File: src/common/dram_ctrl_params.svh
// timing counts and field positions for the dynamic memory controller
// assumes a 20 MHz system clock; all figures are converted to cycles here
`ifndef DRAM_CTRL_PARAMS_SVH
`define DRAM_CTRL_PARAMS_SVH

`define CLK_PERIOD_NS 50
// strobe phase length in cycles (every strobe level is held at least this long)
`define PHASE_CYC 2
// power-up pause
`define PWR_PAUSE_US 200
`define PWR_PAUSE_CYC ((`PWR_PAUSE_US * 1000 + `CLK_PERIOD_NS - 1) / `CLK_PERIOD_NS)
`define INIT_CYCLES 8
// distributed refresh spacing
`define REF_ROWS 512
`define REF_PERIOD_NS 15600
`define REF_CYC (`REF_PERIOD_NS / `CLK_PERIOD_NS)
// longest gap without a row strobe cycle before re-initialisation
`define IDLE_LIMIT_MS 8
`define IDLE_LIMIT_CYC (`IDLE_LIMIT_MS * 1000000 / `CLK_PERIOD_NS)
// address split
`define ROW_LSB 10
`define ROW_W 10
`define COL_W 10
`define REF_ROW_W 9
`define CNT_W 13
`define IDLE_W 18

`endif

File: src/common/dram_ctrl_pkg.sv
// types shared by the dynamic memory controller
// assumes dram_ctrl_params.svh is on the include path
package dram_ctrl_pkg;
	`include "dram_ctrl_params.svh"

	typedef enum logic [10:0] {
		ST_PWR = 11'h001,
		ST_IDLE = 11'h002,
		ST_ROW = 11'h004,
		ST_COL = 11'h008,
		ST_PAGE = 11'h010,
		ST_HID_UP = 11'h020,
		ST_HID_DN = 11'h040,
		ST_CBR = 11'h080,
		ST_CBR_RAS = 11'h100,
		ST_TEST_UP = 11'h200,
		ST_PRE = 11'h400
	} st_t;

	typedef enum logic [1:0] {
		KIND_REF_RO = 2'h0,
		KIND_REF_CBR = 2'h1,
		KIND_ACCESS = 2'h2,
		KIND_TEST = 2'h3
	} kind_t;

	typedef enum logic {
		OP_READ = 1'b0,
		OP_WRITE = 1'b1
	} op_t;

	// one user request
	typedef struct packed {
		logic test;
		logic hidden;
		logic keep;
		op_t op;
		logic [19:0] addr;
		logic wdata;
	} req_t;

	// memory pins driven by the controller
	typedef struct packed {
		logic ras_n;
		logic cas_n;
		logic we_n;
		logic [9:0] addr;
		logic din;
	} pins_t;

	typedef struct packed {
		st_t st;
		kind_t kind;
		logic [`CNT_W-1:0] cnt;
		logic [8:0] ref_tmr;
		logic ref_pend;
		logic [`IDLE_W-1:0] idle_tmr;
		logic [3:0] init_left;
		logic init_busy;
		logic [`REF_ROW_W-1:0] ref_row;
		logic [`ROW_W-1:0] open_row;
		req_t req;
		logic have;
		pins_t pins;
		logic ready;
		logic rd_valid;
		logic rd_data;
	} state_t;
endpackage

File: src/rtl/dram_ctrl.sv
// controller for an asynchronous 1M x 1 dynamic memory with fast page mode
// assumes the memory pins are registered outputs and the data output is sampled on I_CLK
//
// How it works
// - Row-only strobe with column strobe high refreshes the addressed row.
// - Row-only refresh walks all 512 rows in turn.
// - Column strobe falls a setup time before row strobe for internal refresh.
// - Column strobe held low after read while row strobe cycles: hidden refresh.
// - Counter test: internal refresh, column strobe up and down, then access.
// - Page mode keeps row strobe low and cycles column strobe per column.
// - Wait 200 us after power-up, then eight initialisation cycles.
// - After 8 ms without row strobe cycles, eight initialisation cycles again.
// - Any row strobe cycle counts as an initialisation cycle.
// - Both strobes held high during power-up.
// - Every row refreshed at least once in each 8 ms.
// - Ten row bits latched on row strobe fall, ten column bits on column fall.
`timescale 1ns/1ps

module dram_ctrl
	import dram_ctrl_pkg::*;
#(
	parameter int IDLE_LIMIT = `IDLE_LIMIT_CYC
) (
	input wire logic I_CLK,
	input wire logic I_SYS_RST,
	input wire logic i_REQ_VALID,
	input wire req_t i_REQ,
	input wire logic i_RAS_ONLY_REF,
	input wire logic i_DOUT,
	output logic o_REQ_READY,
	output logic o_RD_VALID,
	output logic o_RD_DATA,
	output logic o_INIT_BUSY,
	output logic o_RAS_N,
	output logic o_CAS_N,
	output logic o_WE_N,
	output logic [9:0] o_ADDR,
	output logic o_DIN
);

	// ****************************************
	// helpers
	// ****************************************

	// move to a state and restart the phase counter
	function automatic state_t enter(input state_t x, input st_t st);
		state_t y;
		y = x;
		y.st = st;
		y.cnt = '0;
		return y;
	endfunction

	// column phase: strobe the column of the held request
	function automatic state_t start_col(input state_t x);
		state_t y;
		y = enter(x, ST_COL);
		y.pins.cas_n = 1'b0;
		y.pins.addr = x.req.addr[`COL_W-1:0];
		y.pins.we_n = (x.req.op == OP_READ);
		y.pins.din = x.req.wdata;
		y.have = 1'b0;
		return y;
	endfunction

	// all strobes high for precharge
	function automatic state_t start_pre(input state_t x);
		state_t y;
		y = enter(x, ST_PRE);
		y.pins.ras_n = 1'b1;
		y.pins.cas_n = 1'b1;
		y.pins.we_n = 1'b1;
		return y;
	endfunction

	state_t s;
	state_t next_s;
	logic done;

	assign done = (s.cnt == `CNT_W'(`PHASE_CYC - 1));

	// ****************************************
	// sequencer
	// ****************************************

	// next state of the whole controller
	always_comb begin
		next_s = s;
		next_s.rd_valid = 1'b0;
		next_s.cnt = s.cnt + `CNT_W'(1);
		if (s.idle_tmr != '1) begin
			next_s.idle_tmr = s.idle_tmr + `IDLE_W'(1);
		end
		if (s.ready && i_REQ_VALID) begin
			next_s.req = i_REQ;
			next_s.have = 1'b1;
		end
		case (s.st)
			ST_PWR: begin
				next_s.pins.ras_n = 1'b1;
				next_s.pins.cas_n = 1'b1;
				if (s.cnt == `CNT_W'(`PWR_PAUSE_CYC - 1)) begin
					next_s = enter(next_s, ST_IDLE);
					next_s.init_left = 4'(`INIT_CYCLES);
				end
			end
			ST_IDLE: begin
				if (s.idle_tmr >= `IDLE_W'(IDLE_LIMIT - 1) && s.init_left == 4'h0) begin
					next_s.init_left = 4'(`INIT_CYCLES);
					next_s.init_busy = 1'b1;
				end else if (s.init_left != 4'h0 || (s.ref_pend && i_RAS_ONLY_REF)) begin
					// row-only refresh, also used for initialisation
					next_s = enter(next_s, ST_ROW);
					next_s.kind = KIND_REF_RO;
					next_s.pins.ras_n = 1'b0;
					next_s.pins.addr = {1'b0, s.ref_row};
					next_s.ref_pend = 1'b0;
					next_s.idle_tmr = '0;
				end else if (s.ref_pend) begin
					next_s = enter(next_s, ST_CBR);
					next_s.kind = KIND_REF_CBR;
					next_s.pins.cas_n = 1'b0;
				end else if (s.have && s.req.test) begin
					next_s = enter(next_s, ST_CBR);
					next_s.kind = KIND_TEST;
					next_s.pins.cas_n = 1'b0;
				end else if (s.have) begin
					next_s = enter(next_s, ST_ROW);
					next_s.kind = KIND_ACCESS;
					next_s.pins.ras_n = 1'b0;
					next_s.pins.addr = s.req.addr[`ROW_LSB +: `ROW_W];
					next_s.open_row = s.req.addr[`ROW_LSB +: `ROW_W];
					next_s.idle_tmr = '0;
				end
			end
			ST_ROW: begin
				if (done && s.kind == KIND_REF_RO) begin
					next_s = start_pre(next_s);
					next_s.ref_row = s.ref_row + `REF_ROW_W'(1);
				end else if (done) begin
					next_s = start_col(next_s);
				end
			end
			ST_COL: begin
				if (done) begin
					if (s.req.op == OP_READ) begin
						next_s.rd_data = i_DOUT;
						next_s.rd_valid = 1'b1;
					end
					next_s.pins.we_n = 1'b1;
					if (s.kind == KIND_ACCESS && s.req.hidden && s.req.op == OP_READ) begin
						next_s = enter(next_s, ST_HID_UP);
						next_s.pins.ras_n = 1'b1;
					end else if (s.kind == KIND_ACCESS && s.req.keep) begin
						next_s = enter(next_s, ST_PAGE);
						next_s.pins.cas_n = 1'b1;
					end else begin
						next_s = start_pre(next_s);
					end
				end
			end
			ST_PAGE: begin
				// row stays open; same-row requests of either kind, except counter tests, go straight to a column phase
				if (s.ref_pend) begin
					next_s = start_pre(next_s);
				end else if (s.have && !s.req.test && s.req.addr[`ROW_LSB +: `ROW_W] == s.open_row) begin
					next_s = start_col(next_s);
				end else if (s.have) begin
					next_s = start_pre(next_s);
				end
			end
			ST_HID_UP: begin
				if (done) begin
					next_s = enter(next_s, ST_HID_DN);
					next_s.pins.ras_n = 1'b0;
					next_s.ref_pend = 1'b0;
					next_s.idle_tmr = '0;
				end
			end
			ST_HID_DN: begin
				if (done) begin
					next_s = start_pre(next_s);
				end
			end
			ST_CBR: begin
				if (done) begin
					next_s = enter(next_s, ST_CBR_RAS);
					next_s.pins.ras_n = 1'b0;
					next_s.ref_pend = 1'b0;
					next_s.idle_tmr = '0;
				end
			end
			ST_CBR_RAS: begin
				if (done && s.kind == KIND_TEST) begin
					next_s = enter(next_s, ST_TEST_UP);
					next_s.pins.cas_n = 1'b1;
				end else if (done) begin
					next_s = start_pre(next_s);
				end
			end
			ST_TEST_UP: begin
				if (done) begin
					next_s = start_col(next_s);
				end
			end
			ST_PRE: begin
				if (done) begin
					next_s = enter(next_s, ST_IDLE);
					if (s.init_left != 4'h0) begin
						next_s.init_left = s.init_left - 4'h1;
					end
					if (s.init_left <= 4'h1) begin
						next_s.init_busy = 1'b0;
					end
				end
			end
			default: begin
				next_s = start_pre(next_s);
			end
		endcase
		// refresh timer; its set wins over a clear above
		if (s.ref_tmr == 9'(`REF_CYC - 1)) begin
			next_s.ref_tmr = '0;
			next_s.ref_pend = 1'b1;
		end else begin
			next_s.ref_tmr = s.ref_tmr + 9'h001;
		end
		next_s.ready = (next_s.st == ST_IDLE || next_s.st == ST_PAGE) && !next_s.have &&
			!next_s.init_busy && !next_s.ref_pend && next_s.init_left == 4'h0;
	end

	// state register
	always_ff @(posedge I_CLK) begin
		if (I_SYS_RST) begin
			s <= '0;
			s.st <= ST_PWR;
			s.init_busy <= 1'b1;
			s.pins <= '{ras_n: 1'b1, cas_n: 1'b1, we_n: 1'b1, addr: 10'h000, din: 1'b0};
		end else begin
			s <= next_s;
		end
	end

	assign o_REQ_READY = s.ready;
	assign o_RD_VALID = s.rd_valid;
	assign o_RD_DATA = s.rd_data;
	assign o_INIT_BUSY = s.init_busy;
	assign o_RAS_N = s.pins.ras_n;
	assign o_CAS_N = s.pins.cas_n;
	assign o_WE_N = s.pins.we_n;
	assign o_ADDR = s.pins.addr;
	assign o_DIN = s.pins.din;

	// ****************************************
	// checks
	// ****************************************

	logic [3:0] init_ras;
	logic [9:0] since_ref;

	// row strobe falls during initialisation, and cycles since the last refresh
	always_ff @(posedge I_CLK) begin
		if (I_SYS_RST || !s.init_busy) begin
			init_ras <= 4'h0;
		end else if (s.st == ST_ROW && s.cnt == '0) begin
			init_ras <= init_ras + 4'h1;
		end
		// the power-up pause holds no charge worth keeping, so the gap count starts after it
		if (I_SYS_RST || s.st == ST_PWR || (s.st == ST_ROW && s.kind == KIND_REF_RO) ||
			s.st == ST_CBR_RAS || s.st == ST_HID_DN) begin
			since_ref <= 10'h000;
		end else if (since_ref != 10'h3FF) begin
			since_ref <= since_ref + 10'h001;
		end
	end
endmodule

File: config.mk
export PLATFORM = sky130hd
export DESIGN_NAME = dram_ctrl
export DESIGN_NICKNAME = d
export VERILOG_FILES = /design/src/common/dram_ctrl_pkg.sv /design/src/rtl/dram_ctrl.sv
export VERILOG_INCLUDE_DIRS = /design/src /design/src/common
export SDC_FILE = /design/constraint.sdc
export NUM_CORES = 1
export LEC_CHECK = 0
export BUFFER_PORTS_ARGS = -buffer_cell sky130_fd_sc_hd__buf_2
export CORE_ASPECT_RATIO = 1.4
export CORE_MARGIN = 2
export CORE_UTILIZATION = 59
export DETAILED_ROUTE_END_ITERATION = 6
export GPL_TIMING_DRIVEN = 1
export HOLD_SLACK_MARGIN = 0.15
export MAX_ROUTING_LAYER = met4
export PLACE_DENSITY = 0.8
export SETUP_SLACK_MARGIN = 0.5
export SLEW_MARGIN = 0
export SYNTH_ARGS = -nofsm -noshare
export SYNTH_HDL_FRONTEND = slang
export SYNTH_SLANG_ARGS = --single-unit
File: constraint.sdc
create_clock -name I_CLK -period 3 [get_ports I_CLK]
set_clock_uncertainty 0.2 [all_clocks]
set_input_delay 0.9 -clock I_CLK [delete_from_list [all_inputs] [get_ports I_CLK]]
set_output_delay 0.9 -clock I_CLK [all_outputs]
set_load 0.05 [all_outputs]
==> results.py <==
metrics = {
    "run_status": {
        "run_status": "finished clean",
    },
    "grt": {
        "grt.overflow.total": 0,
        "track_usage_pct": 37.56,
        "grt_pass1_wl_um": 33260,
        "antenna_found_initial": 0,
        "grt_pass1_vias": 6548,
        "grt_max_degree": 45,
    },
    "synth": {
        "syn_area_um2": 6387,
        "synth_cell_types": 71,
        "seq_area_frac_synth_pct": 37.92,
        "synth_flop_cell": "dfxtp_1",
        "async_reset_ff_share_pct": 0,
        "yosys_warnings": 0,
        "synth_edf_count": 0,
        "syn_inst": 808,
        "synth-seq-cells": 121,
        "synth_fp_nets": 845,
        "syn_area_per_cell_um2": 7.905,
    },
    "cells_and_area": {
        "final_area_um2": 8243,
        "fin_cells": 1052,
        "drive_gt1_share_pct": 30.53,
        "mostFrequentLayoutCell": "dfxtp_1",
        "fin_util_pct": 78.80,
        "n_fill_cell": 754,
        "layout_common_cells": "dfxtp_1, nor2_1, nand2_1",
        "fin_nets": 938,
        "multi_input_area_um2": 4141,
        "seq_area_um2": 2449,
        "area_delta_synth_final_pct": 29.05,
        "diodes": 0,
    },
    "setup_path": {
        "path_max_fanout": 10,
        "critPathSlowestCell": "or3_4",
        "critPathBufInv": 2,
        "end_kind": "register",
        "crit_arrival_ps": 2780,
        "cp.required_ps": 3140,
        "crit_chain": "or3_4 > nor3_4 > buf_4 > buf_4 > and4b_1 > nor2_1 > a21oi_1 > nor3_1 > nor3_2",
        "cp_slowest_stage_delay_ps": 450,
        "path_common_cell": "buf_4",
        "worstSetupStartpointType": "register",
        "critPathTopFamily": "simple AND/OR/NAND/NOR gates",
        "crit_type": "register to register",
    },
    "cts": {
        "cts_sinks": 121,
        "root_buffer": "clkbuf_16",
        "cts_tree": "done",
        "clk_pin_slew_ps": 60,
        "htreeDepth": 4,
        "clock_path_buffers": 2,
        "worstSkewPairLatency_ps": 410,
        "cts-hold-fix-buffers": 0,
        "numCtsBuffers": 17,
    },
    "timing": {
        "slew_headroom_pct": 56.14,
        "rsz0062_at_grt": "true",
        "finalHoldViolCount": 0,
        "min_period_over_period_pct": 88.09,
        "setup_tns_ps": 0,
        "fmax_mhz": 378.4,
        "min_period_ps": 2643,
        "tightestPinTransition_ps": 657.2,
        "setup_violations": 0,
        "drv_slew": 0,
        "hold_ws_ps": 245.5,
    },
    "power_and_ir_drop": {
        "p_seq_share_pct": 37.9,
        "powerDensity_nw_per_um2": 536.0,
        "pwr-share-clk_pct": 46.6,
        "leakage_uw": 0.003180,
        "power.internal_uw": 3159,
        "ir_drop_uv": 435.3,
        "p_comb_share_pct": 15.5,
        "p_sw_uw": 1259,
        "swShare_pct": 28.49,
    },
    "floorplan": {
        "fp.dieH_um": 127.1,
        "io_pins": 48,
        "rows": 44,
        "start_util_pct": 61.06,
        "fp.coreArea_um2": 10460,
        "dieArea_um2": 11690,
        "die_w_um": 91.94,
    },
    "placed_design": {
        "gp_congestion": 1.029,
        "portBuffers": 47,
        "hpwl_um": 14810,
        "dp_cells": 986,
        "place_area_um2": 6872,
    },
    "drt": {
        "initialDrtViolationCount": 620,
        "firstDrtPassIters": 7,
        "drc": 0,
        "dr_total_vias": 6621,
        "viasPerCell": 6.294,
        "wl_per_cell_um": 20.40,
        "totalWireLength_um": 21460,
        "final_antenna_net_count": 0,
    },
    "hold_path": {
        "worstHoldPathType": "register to register",
    },
    "job": {
        "drv_cap": 0,
    },
}
## area by class of cell
| class | count | share of cell area (%) |
|---|---|---|
| inverter | 10 | 0.4554 |
| timing repair buffer | 123 | 10.31 |
| sequential | 121 | 29.71 |
| multi-input combinational | 628 | 50.24 |
| clock inverter | 14 | 1.988 |
| tap | 138 | 2.095 |
| clock buffer | 18 | 5.206 |
## cells in the mapped netlist (all sizes together) (5+ instances only)
library cell  instances  area (um2)
nand3                35       175.2
nor2                123       476.7
ha                    7       87.58
dfxtp               121        2422
a31oi                 8       56.30
and3                 11       68.82
nand2b               10       62.56
xor2                 28       245.2
nand4                24       150.1
o31ai                 5       37.54
and4                  5       43.79
buf                  24       172.7
nor2b                 9       56.30
mux2i                 7       70.07
a21oi                56       280.3
nand2               112       420.4
a21boi                5       41.29
nor4                 13       130.1
and2                  7       43.79
nor3                 29       171.4
clkbuf               26       98.84
or3                   8       50.05
o21ai                29       148.9
xnor2                26       227.7
a222oi                8       80.08
inv                  10       37.54
or2                   8       50.05
## worst paths after layout
path | from | endpoint | slack, ps | cells after the start
worst min register to register | o_ADDR[7] | o_ADDR[7] | 250 | 2
worst max register to register | s[119] | s[116] | 360 | 9
worst min-delay path | o_ADDR[7] | o_ADDR[7] | 250 | 2
worst max-delay path | s[119] | s[116] | 360 | 9
## kinds of logic (layout without fill, tap and decap cells)
| group | after synthesis | in the layout | synth area share (%) |
|---|---|---|---|
| AOI/OAI and AO/OA | 145 | 145 | 14.65 |
| xor gates and xnor gates | 54 | 54 | 7.405 |
| adders and majority gates | 7 | 7 | 1.371 |
| buffers and inverters | 60 | 165 | 4.838 |
| DFF | 121 | 121 | 37.92 |
| muxes | 8 | 8 | 1.273 |
| and+or+nand+nor | 413 | 414 | 32.54 |
## power groups by stage
stage          clock network (uW)  registers, uW  logic, uW
2_1_floorplan                   0           1720        286
3_3_place_gp                    0           1710        475
3_5_place_dp                    0           1710        478
4_1_cts                      2070           1670        579
5_1_grt                      2130           1680        727
6_report                     2060           1670        684
## state kept, by name (all words and copies together) (netlist names)
register     cells
o_RD_VALID       1
o_CAS_N          1
o_RAS_N          1
o_ADDR          10
o_DIN            1
o_INIT_BUSY      1
o_WE_N           1
o_RD_DATA        1
o_REQ_READY      1
s              103
## repair_timing
action | 4_1_cts | 5_1_grt
endpoints found under the setup margin | 73 | 59
gates cloned | 1 | 1
pin swaps | 35 | 36
resized for setup | 89 | 55
buffers inserted | 23 | 9
## per-layer routing
| metal | global-route usage [%] | share of wire, % | vias up |
|---|---|---|---|
| met5 | - | 0 | - |
| met4 | 24.67 | 7.5 | 0 |
| met3 | 8.314 | 6.7 | 125 |
| met2 | 64.53 | 49 | 330 |
| met1 | 38.29 | 36 | 3140 |
| li1 | - | - | 3026 |
## worst min-delay path, cell delays in order, from the launching register on
cell and delay [ps]:
dfxtp_1 300, nand2_1 50, o21ai_1 50
## stage by stage
| step | setup slack [ps] | total power [uW] |
|---|---|---|
| 2_1_floorplan | 538.2 | 2008 |
| 3_3_place_gp | -47.63 | 2182 |
| 3_5_place_dp | -72.75 | 2187 |
| 4_1_cts | 460.1 | 4318 |
| 5_1_grt | 277.0 | 4538 |
| 6_report | 357.4 | 4418 |
Note: power is estimated with default switching activity, not from simulation.
